[src/fifo_flag_pkg.sv]
// Shared constants for the clocked FIFO with resynchronised flags.
`default_nettype none
package fifo_flag_pkg;
  localparam int unsigned DATA_WIDTH_DEFAULT = 9;
  localparam int unsigned ADDR_WIDTH_DEFAULT = 4;
  localparam logic        FLAG_RESET         = 1'h0;
  localparam logic        PIN_RESET          = 1'h0;
endpackage
`default_nettype wire

[src/fifo_mem_if.sv]
// Interface joining the FIFO control to its storage array.
`default_nettype none
interface fifo_mem_if #(
  parameter int unsigned DATA_WIDTH = 9,
  parameter int unsigned ADDR_WIDTH = 4
);
  logic                  write_en;
  logic [ADDR_WIDTH-1:0] write_addr;
  logic [DATA_WIDTH-1:0] write_data;
  logic                  read_en;
  logic [ADDR_WIDTH-1:0] read_addr;
  logic [DATA_WIDTH-1:0] read_data;

  modport ctrl (
    output write_en,
    output write_addr,
    output write_data,
    output read_en,
    output read_addr,
    input  read_data
  );

  modport store (
    input  write_en,
    input  write_addr,
    input  write_data,
    input  read_en,
    input  read_addr,
    output read_data
  );
endinterface
`default_nettype wire

[src/clocked_fifo_flag_sync.sv]
// Clocked FIFO with two port clocks sampled from pins and two-stage flag resynchronisation.
`default_nettype none
// Contract
// - Transfers only on port clock rise, enable-qualified.
// - Read while empty changes nothing.
// - Output-ready is empty resynchronised to read clock.
// - Input-ready is full resynchronised to write clock.
// - Flags pass two cascaded system-clocked stages, each advanced on a detected port clock rise.
// - Port clocks may be fully unrelated.
module clocked_fifo_flag_sync
  import fifo_flag_pkg::*;
#(
  parameter int unsigned DATA_WIDTH = DATA_WIDTH_DEFAULT,
  parameter int unsigned ADDR_WIDTH = ADDR_WIDTH_DEFAULT
) (
  input  wire logic                  clk_in,
  input  wire logic                  rst_b_in,
  input  wire logic                  write_clk_in,
  input  wire logic                  write_en_in,
  input  wire logic [DATA_WIDTH-1:0] write_data_in,
  input  wire logic                  read_clk_in,
  input  wire logic                  read_en_in,
  output logic      [DATA_WIDTH-1:0] read_data_out,
  output logic                       input_ready_flag_out,
  output logic                       output_ready_flag_out
);
  // Neither port clock drives a flip-flop here. Both port clock pins, the enables and the
  // write data are sampled by the system clock through two flip-flops, and a port transfer
  // happens in the one system cycle in which a sampled port clock is seen to rise. The whole
  // block thus lives in one clock domain, and full and empty come from a plain comparison
  // of two positions with no gray-coded crossing.
  //
  // The price is speed: a port clock must stay high and stay low for longer than one system
  // clock period each, or a rise is missed and its transfer lost. A detected rise is acted on
  // two to three system clocks after the pin edge, and read data appear at that same
  // system clock edge.
  //
  // A change of full reaches the input-ready flag at the second detected write clock rise
  // after it, and a change of empty reaches the output-ready flag at the second detected read
  // clock rise. While a port clock stands still its flag does not move.
  //
  // The flags are status only. Writes and reads are guarded by the internal full and empty
  // conditions, so a lagging flag never causes an overwrite or a read of an unwritten cell;
  // a write taken while the input-ready flag is still low is therefore accepted if there is room.
  // The storage array has no reset; a cell is never read before it has been written.

  // Write port pin samples: two synchroniser stages and one delayed copy of the second.
  // The delayed copy holds what stood on the pins just before the port clock rose.
  typedef struct packed {
    logic                  wclk_s1;
    logic                  wclk_s2;
    logic                  wclk_d;
    logic                  wen_s1;
    logic                  wen_s2;
    logic                  wen_d;
    logic [DATA_WIDTH-1:0] wdata_s1;
    logic [DATA_WIDTH-1:0] wdata_s2;
    logic [DATA_WIDTH-1:0] wdata_d;

    // Read port pin samples, handled like the write side.
    logic                  rclk_s1;
    logic                  rclk_s2;
    logic                  rclk_d;
    logic                  ren_s1;
    logic                  ren_s2;
    logic                  ren_d;

    // Positions carry a wrap bit above the cell index so that full and empty differ.
    logic [ADDR_WIDTH:0]   wptr;
    logic [ADDR_WIDTH:0]   rptr;

    // Flag stages, each advanced only when its own port clock is seen to rise.
    logic                  ir_stage1;
    logic                  ir_stage2;
    logic                  or_stage1;
    logic                  or_stage2;
  } state_t;

  state_t state;
  state_t next_state;

  // The store sits behind an interface so that another array can replace it without touching this control.
  fifo_mem_if #(.DATA_WIDTH(DATA_WIDTH), .ADDR_WIDTH(ADDR_WIDTH)) mem ();

  fifo_store #(
    .DATA_WIDTH(DATA_WIDTH),
    .ADDR_WIDTH(ADDR_WIDTH)
  ) u_store (
    .clk_in   (clk_in),
    .rst_b_in (rst_b_in),
    .mem      (mem.store)
  );

  // Positions count modulo twice the depth; the top bit is the wrap bit.
  function automatic logic [ADDR_WIDTH:0] ptr_step(input logic [ADDR_WIDTH:0] ptr);
    ptr_step = ptr + {{ADDR_WIDTH{1'b0}}, 1'b1};
  endfunction

  // A sampled pin rose when its newer settled sample is high and the older one low.
  function automatic logic rise_seen(input logic newer, input logic older);
    rise_seen = newer && !older;
  endfunction

  // Equal positions, wrap bit included, mean that no word is stored.
  function automatic logic ptrs_empty(input logic [ADDR_WIDTH:0] wp, input logic [ADDR_WIDTH:0] rp);
    ptrs_empty = (wp == rp);
  endfunction

  // The same cell with opposite wrap bits means the writer is one whole lap ahead.
  function automatic logic ptrs_full(input logic [ADDR_WIDTH:0] wp, input logic [ADDR_WIDTH:0] rp);
    ptrs_full = (wp[ADDR_WIDTH] != rp[ADDR_WIDTH]) &&
                (wp[ADDR_WIDTH-1:0] == rp[ADDR_WIDTH-1:0]);
  endfunction

  // Decodes of the current state, used by the next-state logic below.
  logic wclk_rise;
  logic rclk_rise;
  logic fifo_empty;
  logic fifo_full;
  logic do_write;
  logic do_read;

  always_comb begin
    // Edges come from the second synchroniser stage and its delayed copy, never the first stage.
    wclk_rise  = rise_seen(state.wclk_s2, state.wclk_d);
    rclk_rise  = rise_seen(state.rclk_s2, state.rclk_d);
    fifo_empty = ptrs_empty(state.wptr, state.rptr);
    fifo_full  = ptrs_full(state.wptr, state.rptr);
    // The delayed copies hold enable and data as they stood just before the port clock rose.
    // A write against a full store is dropped, so no stored word is ever overwritten.
    do_write   = wclk_rise && state.wen_d && !fifo_full;
    // A read against an empty store is dropped, so neither the position nor the output
    // register moves.
    do_read    = rclk_rise && state.ren_d && !fifo_empty;
  end

  always_comb begin
    next_state          = state;

    // Write port pins shift one stage per system clock.
    next_state.wclk_s1  = write_clk_in;
    next_state.wclk_s2  = state.wclk_s1;
    next_state.wclk_d   = state.wclk_s2;
    next_state.wen_s1   = write_en_in;
    next_state.wen_s2   = state.wen_s1;
    next_state.wen_d    = state.wen_s2;
    next_state.wdata_s1 = write_data_in;
    next_state.wdata_s2 = state.wdata_s1;
    next_state.wdata_d  = state.wdata_s2;

    // Read port pins, the same way.
    next_state.rclk_s1  = read_clk_in;
    next_state.rclk_s2  = state.rclk_s1;
    next_state.rclk_d   = state.rclk_s2;
    next_state.ren_s1   = read_en_in;
    next_state.ren_s2   = state.ren_s1;
    next_state.ren_d    = state.ren_s2;

    // Positions move only on an accepted transfer.
    if (do_write) begin
      next_state.wptr = ptr_step(state.wptr);
    end
    if (do_read) begin
      next_state.rptr = ptr_step(state.rptr);
    end

    // Each flag moves one stage per rising edge of its own port clock, so a change
    // of full or empty takes two port clock edges to reach the pin.
    // The first stage cannot go metastable: the status and both stages are system-clocked, and
    // the second stage takes the first stage a whole port clock period after it was loaded.
    if (wclk_rise) begin
      next_state.ir_stage1 = !fifo_full;
      next_state.ir_stage2 = state.ir_stage1;
    end
    if (rclk_rise) begin
      next_state.or_stage1 = !fifo_empty;
      next_state.or_stage2 = state.or_stage1;
    end
  end

  always_ff @(posedge clk_in or negedge rst_b_in) begin
    if (!rst_b_in) begin
      // A port clock that stands high at release shows one rise, but the enable samples are
      // clear then, so that rise carries no transfer.
      state.wclk_s1   <= PIN_RESET;
      state.wclk_s2   <= PIN_RESET;
      state.wclk_d    <= PIN_RESET;
      state.wen_s1    <= PIN_RESET;
      state.wen_s2    <= PIN_RESET;
      state.wen_d     <= PIN_RESET;
      state.wdata_s1  <= '0;
      state.wdata_s2  <= '0;
      state.wdata_d   <= '0;

      state.rclk_s1   <= PIN_RESET;
      state.rclk_s2   <= PIN_RESET;
      state.rclk_d    <= PIN_RESET;
      state.ren_s1    <= PIN_RESET;
      state.ren_s2    <= PIN_RESET;
      state.ren_d     <= PIN_RESET;

      state.wptr      <= '0;
      state.rptr      <= '0;

      state.ir_stage1 <= FLAG_RESET;
      state.ir_stage2 <= FLAG_RESET;
      state.or_stage1 <= FLAG_RESET;
      state.or_stage2 <= FLAG_RESET;
    end else begin
      state <= next_state;
    end
  end

  // The store sees accepted transfers only.
  assign mem.write_en   = do_write;
  assign mem.write_addr = state.wptr[ADDR_WIDTH-1:0];
  assign mem.write_data = state.wdata_d;
  assign mem.read_en    = do_read;
  assign mem.read_addr  = state.rptr[ADDR_WIDTH-1:0];

  // Read data come from the store's output register, the flags from their second stage.
  assign read_data_out         = mem.read_data;
  assign input_ready_flag_out  = state.ir_stage2;
  assign output_ready_flag_out = state.or_stage2;
endmodule
`default_nettype wire

[src/fifo_store.sv]
// Storage array of the FIFO with a registered read port.
`default_nettype none
module fifo_store
  import fifo_flag_pkg::*;
#(
  parameter int unsigned DATA_WIDTH = DATA_WIDTH_DEFAULT,
  parameter int unsigned ADDR_WIDTH = ADDR_WIDTH_DEFAULT
) (
  input  wire logic clk_in,
  input  wire logic rst_b_in,
  fifo_mem_if.store mem
);
  localparam int unsigned DEPTH = 1 << ADDR_WIDTH;

  logic [DATA_WIDTH-1:0] cells [DEPTH];
  logic [DATA_WIDTH-1:0] read_reg;

  // The array itself has no reset; only the output register is cleared.
  always_ff @(posedge clk_in) begin
    if (mem.write_en) begin
      cells[mem.write_addr] <= mem.write_data;
    end
  end

  always_ff @(posedge clk_in or negedge rst_b_in) begin
    if (!rst_b_in) begin
      read_reg <= '0;
    end else if (mem.read_en) begin
      read_reg <= cells[mem.read_addr];
    end
  end

  assign mem.read_data = read_reg;
endmodule
`default_nettype wire

[config.mk]
export PLATFORM = sky130hd
export DESIGN_NAME = clocked_fifo_flag_sync
export DESIGN_NICKNAME = d
export VERILOG_FILES = /design/src/fifo_flag_pkg.sv /design/src/fifo_mem_if.sv /design/src/clocked_fifo_flag_sync.sv /design/src/fifo_store.sv
export SDC_FILE = /design/constraint.sdc
export NUM_CORES = 1
export LEC_CHECK = 0
export ABC_AREA = 1
export BUFFER_PORTS_ARGS = -buffer_cell sky130_fd_sc_hd__buf_2
export CAP_MARGIN = 40
export CORE_UTILIZATION = 40
export DETAILED_ROUTE_END_ITERATION = 10
export HOLD_SLACK_MARGIN = 0.02
export PLACE_DENSITY = 0.63
export SYNTH_ARGS = -nofsm -noshare
export SYNTH_HDL_FRONTEND = slang
export SYNTH_SLANG_ARGS = --single-unit
[constraint.sdc]
create_clock -name clk_in -period 3.13 [get_ports clk_in]
set_clock_uncertainty 0.15 [all_clocks]
set_input_delay 0.4695 -clock clk_in [delete_from_list [all_inputs] [get_ports clk_in]]
set_output_delay 0.4695 -clock clk_in [all_outputs]
set_load 0.02 [all_outputs]
==> results of run 1 <==
[cell usage in the layout (no fill, tap or decap), drive strengths merged]
master	n
edfxtp	144
clkinv	11
nor2	8
xor2	5
dfrtp	62
inv	157
nand3b	1
ha	5
nand2	284
nor3	15
xnor2	5
dlygate4sd3	14
o21ai	6
buf	48
clkbuf	28
nand3	94
[per-layer routing]
metal / wire length (um) / up-vias / track usage
met1: 8000 / 2549 / 0.239
met4: 451 / 0 / 0.0562
li1: - / 2661 / -
met2: 8410 / 138 / 0.277
met3: 801 / 29 / 0.0233
met5: 0 / - / 0
[power groups by stage]
stage	Clock (mW)	Sequential [mW]	Combinational (mW)
5_1_grt	2.51	3.34	2.07
4_1_cts	2.41	3.31	1.84
3_5_place_dp	0	3.36	1.81
3_3_place_gp	0	3.35	1.81
2_1_floorplan	0	3.31	1.30
6_report	2.35	3.31	1.82
[sequential cells by signal (all words and copies together) (netlist names)]
register               cells
u_store.mem.read_data      9
mem.write_data             9
state                      8
output_ready_flag_out      1
mem.read_addr              4
input_ready_flag_out       1
next_state                26
u_store.cells            144
mem.write_addr             4
[worst paths after layout]
path                                             end              from  slack, ns
max in group asynchronous           mem.read_addr[0]          rst_b_in       1.78
worst min-delay path                  next_state[21]    next_state[30]       0.20
worst max register to register  u_store.cells[15][1]  mem.read_addr[2]       0.72
worst max-delay path            u_store.cells[15][1]  mem.read_addr[2]       0.72
min in group asynchronous             next_state[15]          rst_b_in       0.52
worst min register to register        next_state[21]    next_state[30]       0.20
[cells by family (layout without fill, tap and decap cells)]
group	Yosys count	count (layout)
xor gates and xnor gates	10	10
AOI/OAI and AO/OA	6	6
buffers and inverters	188	258
and+or+nand+nor	402	402
adders and majority gates	5	5
DFF	206	206
[layout make-up]
cell class	instances	area, sq um
clock buffer	28	604
inverter	158	593
clock inverter	10	50.0
sequential	206	5880
fill	1876	10800
timing repair buffer	62	438
multi-input combinational	423	1830
tap	270	338
[metrics by stage]
stage | area (sq um) | instances | setup WS (ns) | total power, mW
after global placement | 8940 | 1105 | 0.815 | 5.16
after CTS | 9730 | 1157 | 0.729 | 7.55
after floorplan | 8450 | 817 | 0.879 | 4.61
after detailed placement | 8940 | 1105 | 0.742 | 5.18
final | 9730 | 1157 | 0.717 | 7.48
after global routing | 9730 | 1157 | 0.505 | 7.91
[what timing repair did]
item	4_1_cts	5_1_grt
gates resized for setup	0	0
endpoints found under the hold margin	75	0
hold buffers	14	0
==> out/qor_table.md, run 1 <==
| Item | Reported |
|---|---|
| Overall routed net length | 17700 um |
| Clock root buffer master | clkbuf_16 |
| Final nets | 892 |
| Most instantiated cells after synthesis | 283 x nand2_1, 153 x inv_1, 144 x edfxtp_1, 94 x nand3_1, 62 x dfrtp_1 |
| Pin slew with the least headroom to its limit | 0.849 ns |
| Iteration-0 DRC Markers | 515 |
| Number of inserted diodes | 0 |
| Number of buffers inserted by post-CTS setup repair | 0 |
| Slew Limit Fails | 0 |
| Cell family with most CP delay | simple AND/OR/NAND/NOR gates |
| Dominant combinational cell family by area after synthesis | simple AND/OR/NAND/NOR gates |
| Area share of the largest cell type after synthesis | 0.512 |
| First-pass GRT wire length | 28500 um |
| Leading cell types by total area after synthesis | edfxtp_1 51%, dfrtp_1 18%, nand2_1 13% |
| Startpoint types | flop |
| Arrival time of data at the critical path endpoint | 2.40 ns |
| CTS tree | yes |
| Horizontal die dimension | 147 um |
| Instance count on the critical path | 6 |
| Maximum level of the CTS H-tree | 1 |
| Final total negative setup slack | 0 ns |
| Cell taking the most area after synthesis | edfxtp_1 |
| Number of setup violations in the final report | 0 |
| Series of cell instances along the critical path | xor2_1 > nor2_1 > nand3b_1 > nand2_1 > buf_4 > nor2_1 |
| Mean instance size in the synthesized netlist | 10.3 sq um |
| Wire length per cell | 15.3 um |
| Endpoint kind of the worst setup timing path | flop |
| Final core utilization | 0.475 |
| Via count of the first global-routing pass | 5225 |
| Hold WC Path Type | reg2reg |
| Height of the die | 147 um |
| Fin. Hold Viols | 0 |
| Maximum VDD drop | 491 uV |
| Maximum frequency from static timing analysis | 414 MHz |
| Tightest slew margin relative to the limit | 0.434 |
| Gr usage total | 0.171 |
| DRC Markers | 0 |
| Bufs on Longest Clock Path | 3 |
| Power per unit of standard cell area | 769 nW/um^2 |
| DRT antenna net count | 0 |
| Largest net degree at the start of global routing | 63 |
| Vias post-DR | 5377 |
| Fraction of synthesized area in multiplexers | 0 |
| Count of input and output buffers | 25 |
| Main flop type after synthesis | edfxtp_1 |
| Overflow after GRT | 0 |
| Xor and xnor fraction of the mapped netlist area | 0.0104 |
| Number of synthesized flops with an enable pin | 144 |
| Synth Area in Adders | 0.00740 |
| DP HPWL | 11100 um |
| Slowest stage cell, crit path | dfrtp_1 |
| Count of mapped cells out of synthesis | 817 |
| Total internal power | 5.02 mW |
| Layout Area Growth over Synthesis | 15.2% |
| Power share of the clock group | 0.314 |
| Post-route fraction of the period consumed by the critical path | 0.771 |
| CP required | 3.11 ns |
| Register bit total from synthesis | 206 |
| Status | complete, no violations |
| Clk Latency, worst-skew pair | 0.50 ns |
| Share of total power in combinational logic | 0.244 |
| Row count | 52 |
| Synthesized netlist net count | 837 |
| Initial antenna violation count | 0 |
| Depth of the worst register-to-register path | 6 |
| Async SR Flop Fraction | 0.301 |
| RSZ-0062 raised after global routing | false |
| Total of max-cap violations | 0 |
| Floorplan Core Area | 20500 sq um |
| DR vias/cell | 4.65 |
| Cell area after synthesis | 8450 sq um |
| Switching power summed over all nets | 2.47 mW |
| Fraction of the mapped netlist area in compound gates | 0.00355 |
| Sequential fraction of the synthesis area | 0.695 |
| Area of the die | 21700 sq um |
| Total clock sinks | 206 |
| Switching share of total power | 0.330 |
| Worst path most repeated cell | nor2_1 |
| Synthesis warning total | 0 |
| Starting Density | 0.412 |
| Global placement routability congestion | 0.806 |
| Buffering stage count on the worst path with inverters included | 1 |
| Simple-gate share of the synthesized area | 0.195 |
| Share of total power in sequential cells | 0.442 |
| Cells on Worst Hold Path | 0 |
| Share of layout cells above drive strength 1 | 0.0947 |
| Largest stage delay on the critical path | 0.68 ns |
| Worst setup path category | reg2reg |
| Netlist cell types | 20 |
| # IOs | 26 |
| Count leader, synth | nand2_1 |
| Final Critical Period | 2.41 ns |
| Critical Path Fanout Max | 16 |
| DRT Pass-1 Iters | 5 |
| Post-route worst hold slack | 0.196 ns |
| Number of clock buffers inserted by TritonCTS | 21 |
| Clock edge transition at the registers on the reported setup and hold paths | 0.06 ns |
| Leakage component of the power | 4.45 nW |
Power figures use the tool's default switching activity.
==> run 2, diff against run 1 <==
--- a/config.mk
+++ b/config.mk
@@ -5,7 +5,7 @@
 export SDC_FILE = /design/constraint.sdc
 export NUM_CORES = 1
 export LEC_CHECK = 0
-export ABC_AREA = 1
+export ABC_AREA = 0
 export BUFFER_PORTS_ARGS = -buffer_cell sky130_fd_sc_hd__buf_2
 export CAP_MARGIN = 40
 export CORE_UTILIZATION = 40
==> constraint.sdc (replaced) <==
create_clock -name clk_in -period 2.4 [get_ports clk_in]
set_clock_uncertainty 0.15 [all_clocks]
set_input_delay 0.36 -clock clk_in [delete_from_list [all_inputs] [get_ports clk_in]]
set_output_delay 0.36 -clock clk_in [all_outputs]
set_load 0.02 [all_outputs]
==> out/qor_table.md, run 2 <==
| Item | Reported | Delta |
|---|---|---|
| DR vias/cell | 4.98 | was 4.65 |
| Count of mapped cells out of synthesis | 396 | was 817 |
| Post-route fraction of the period consumed by the critical path | 0.950 | was 0.771 |
| Maximum frequency from static timing analysis | 438 MHz | was 414 MHz |
| Cell family with most CP delay | multiplexers | was simple AND/OR/NAND/NOR gates |
| Worst setup path category | reg2reg | unchanged |
| Iteration-0 DRC Markers | 249 | was 515 |
| Number of clock buffers inserted by TritonCTS | 21 | unchanged |
| Largest stage delay on the critical path | 0.55 ns | was 0.68 ns |
| Beginning of the critical path | mem.read_addr[1] | was mem.read_addr[2] |
| Gr usage total | 0.151 | was 0.171 |
| Startpoint types | flop | unchanged |
| Row count | 50 | was 52 |
| DRC Markers | 0 | unchanged |
| Hold WC Path Type | reg2reg | unchanged |
| Initial antenna violation count | 0 | unchanged |
| Area share of the largest cell type after synthesis | 0.559 | was 0.512 |
| Final Critical Period | 2.28 ns | was 2.41 ns |
| Largest register FFs | 144 | unchanged |
| Startpoint of the tightest hold check path | next_state[18] | was next_state[30] |
| Horizontal die dimension | 141 um | was 147 um |
| Overflow after GRT | 0 | unchanged |
| Largest net degree at the start of global routing | 58 | was 63 |
| Switching share of total power | 0.281 | was 0.330 |
| Count leader, synth | edfxtp_1 | was nand2_1 |
| DP HPWL | 9240 um | was 11100 um |
| Maximum level of the CTS H-tree | 1 | unchanged |
| Cell area after synthesis | 7740 sq um | was 8450 sq um |
| Share of layout cells above drive strength 1 | 0.268 | was 0.0947 |
| Number of synthesized flops with an enable pin | 144 | unchanged |
| Biggest register | u_store.cells | unchanged |
| Tightest slew margin relative to the limit | 0.538 | was 0.434 |
| Final nets | 494 | was 892 |
| Bufs on Longest Clock Path | 3 | unchanged |
| Clock edge transition at the registers on the reported setup and hold paths | 0.06 ns | about the same |
| Arrival time of data at the critical path endpoint | 2.50 ns | was 2.40 ns |
| Main flop type after synthesis | edfxtp_1 | unchanged |
| Via count of the first global-routing pass | 3862 | was 5225 |
| Number of setup violations in the final report | 0 | unchanged |
| Wire length per cell | 19.3 um | was 15.3 um |
| Slowest stage cell, crit path | mux4_2 | was dfrtp_1 |
| Power per unit of standard cell area | 1110 nW/um^2 | was 769 nW/um^2 |
| Number of inserted diodes | 0 | unchanged |
| Height of the die | 141 um | was 147 um |
| # IOs | 26 | unchanged |
| Switching power summed over all nets | 2.89 mW | was 2.47 mW |
| First-pass GRT wire length | 22100 um | was 28500 um |
| Pre-CTS setup slack | 0.0821 ns | was 0.742 ns |
| Most instantiated cells after synthesis | 144 x edfxtp_1, 62 x dfrtp_1, 36 x mux2i_1, 18 x mux4_2 | was 283 x nand2_1, 153 x inv_1, 144 x edfxtp_1, 94 x nand3_1, 62 x dfrtp_1 |
| Total clock sinks | 206 | unchanged |
| Total internal power | 7.40 mW | was 5.02 mW |
| Netlist cell types | 33 | was 20 |
| CTS tree | yes | unchanged |
| Power share of the clock group | 0.323 | was 0.314 |
| Slew Limit Fails | 0 | unchanged |
| Synthesis warning total | 0 | unchanged |
| Share of total power in combinational logic | 0.263 | was 0.244 |
| Total of max-cap violations | 0 | unchanged |
| Pin slew with the least headroom to its limit | 0.694 ns | was 0.849 ns |
| Synthesized netlist net count | 416 | was 837 |
| Clk Latency, worst-skew pair | 0.48 ns | was 0.50 ns |
| Global placement routability congestion | 0.828 | was 0.806 |
| Clock root buffer master | clkbuf_16 | unchanged |
| RSZ-0062 raised after global routing | false | unchanged |
| Number of buffers inserted by post-CTS setup repair | 0 | unchanged |
| Async SR Flop Fraction | 0.301 | unchanged |
| DRT antenna net count | 0 | unchanged |
| Endpoint kind of the worst setup timing path | flop | unchanged |
| Status | complete, no violations | unchanged |
| Sequential fraction of the synthesis area | 0.759 | was 0.695 |
| Fin. Hold Viols | 0 | unchanged |
| Overall routed net length | 14400 um | was 17700 um |
| Cell taking the most area after synthesis | edfxtp_1 | unchanged |
| Maximum VDD drop | 612 uV | was 491 uV |
| Post-layout total power | 10.3 mW | was 7.48 mW |
| Series of cell instances along the critical path | buf_12 > mux4_2 > mux2_1 > a22o_1 > mux2_4 | was xor2_1 > nor2_1 > nand3b_1 > nand2_1 > buf_4 > nor2_1 |
| Instance count on the critical path | 5 | was 6 |
| Worst setup endpoint | u_store.mem.read_data[4] | was u_store.cells[15][1] |
| Minimum setup slack among reg-to-reg paths | 0.12 ns | was 0.72 ns |
| DRT Pass-1 Iters | 4 | was 5 |
| Mean instance size in the synthesized netlist | 19.5 sq um | was 10.3 sq um |
| Leading cell types by total area after synthesis | edfxtp_1 56%, dfrtp_1 20%, mux4_2 5.2% | was edfxtp_1 51%, dfrtp_1 18%, nand2_1 13% |
| Share of total power in sequential cells | 0.413 | was 0.442 |
| CP required | 2.62 ns | was 3.11 ns |
| Layout Area Growth over Synthesis | 19.6% | was 15.2% |
| Start of the worst register-to-register path | mem.read_addr[1] | was mem.read_addr[2] |
| Leakage component of the power | 3.46 nW | was 4.45 nW |
| Leading cell type in the layout, fill and taps excluded | edfxtp_1 | was nand2_1 |
| Register bit total from synthesis | 206 | unchanged |
| Area of the die | 19900 sq um | was 21700 sq um |
| Starting Density | 0.411 | was 0.412 |
| Most frequent cells in the layout | 144 x edfxtp_1, 61 x dfrtp_1, 36 x mux2i_1 | was 283 x nand2_1, 153 x inv_1, 144 x edfxtp_1 |
| Vias post-DR | 3725 | was 5377 |
| Count of input and output buffers | 25 | unchanged |
| Critical Path Fanout Max | 24 | was 16 |
| Final WS setup | 0.119 ns | was 0.717 ns |
| Capture point of the worst reg-to-reg path | u_store.mem.read_data[4] | was u_store.cells[15][1] |
| Floorplan Core Area | 18800 sq um | was 20500 sq um |
| Buffering stage count on the worst path with inverters included | 1 | unchanged |
| Depth of the worst register-to-register path | 5 | was 6 |
run 2: logic make-up after synthesis:
family	synth area share
xor+xnor	0.0158
compound gates	0.0404
fa+ha+maj	0.00808
mux	0.133
simple gates	0.0265
buf+inv	0.0166
flops	0.759
run 2: worst reg2reg max path, cell delays in order, from the launching register on:
cell	delay (ns)
dfrtp_1	0.40
buf_12	0.23
mux4_2	0.55
mux2_1	0.34
a22o_1	0.25
mux2_4	0.25
run 2: layer usage:
metal / up-vias / global-route usage / routed length (um)
met3: 25 / 0.0275 / 785
li1: 1710 / - / -
met1: 1903 / 0.211 / 6450
met2: 87 / 0.245 / 6860
met4: 0 / 0.0400 / 357
met5: - / 0 / 0
run 2: final cells by class:
| type | instances | area, sq um |
|---|---|---|
| Timing Repair Buffer | 75 | 586 |
| Multi-Input combinational cell | 166 | 1740 |
| Inverter | 4 | 15.0 |
| Fill cell | 1542 | 9580 |
| Clock buffer | 26 | 548 |
| Clock inverter | 11 | 163 |
| Sequential cell | 206 | 5880 |
| Tap cell | 260 | 325 |
run 2: through the flow:
step / cells / hold slack (ns) / cell area, sq um / utilization / setup TNS, ns
floorplan: 396 / -0.0856 / 7740 / - / 0
global placement: 696 / 0.182 / 8390 / 0.446 / -0.111
detailed placement: 697 / 0.185 / 8400 / 0.446 / 0
CTS: 748 / 0.198 / 9250 / 0.491 / 0
global route: 748 / 0.203 / 9260 / 0.491 / 0
finish: 748 / 0.197 / 9260 / 0.491 / 0
run 2: timing repair:
action / in CTS / in global routing
resized for setup: 0 / 3
hold endpoints to repair: 31 / 0
hold buffers: 14 / 0
endpoints found under the setup margin: 0 / 58
run 2: how the worst min path moves through the flow:
stage / slack (ns) / to / cells past startpoint
final: 0.20 / next_state[17] / 0
after global routing: 0.20 / mem.write_data[1] / 0
after CTS: 0.20 / next_state[21] / 0
after detailed placement: 0.18 / next_state[28] / 0
after global placement: 0.18 / mem.write_data[3] / 0
after floorplan: -0.09 / input_ready_flag_out / 0
run 2: power by group through the flow:
stage               Sequential (mW)  Combinational [mW]  Clock, mW
floorplan                      4.39                1.82          0
global placement               4.32                2.69          0
detailed placement             4.33                2.71          0
CTS                            4.26                2.74       3.39
global route                   4.29                2.92       3.53
finish                         4.25                2.71       3.33
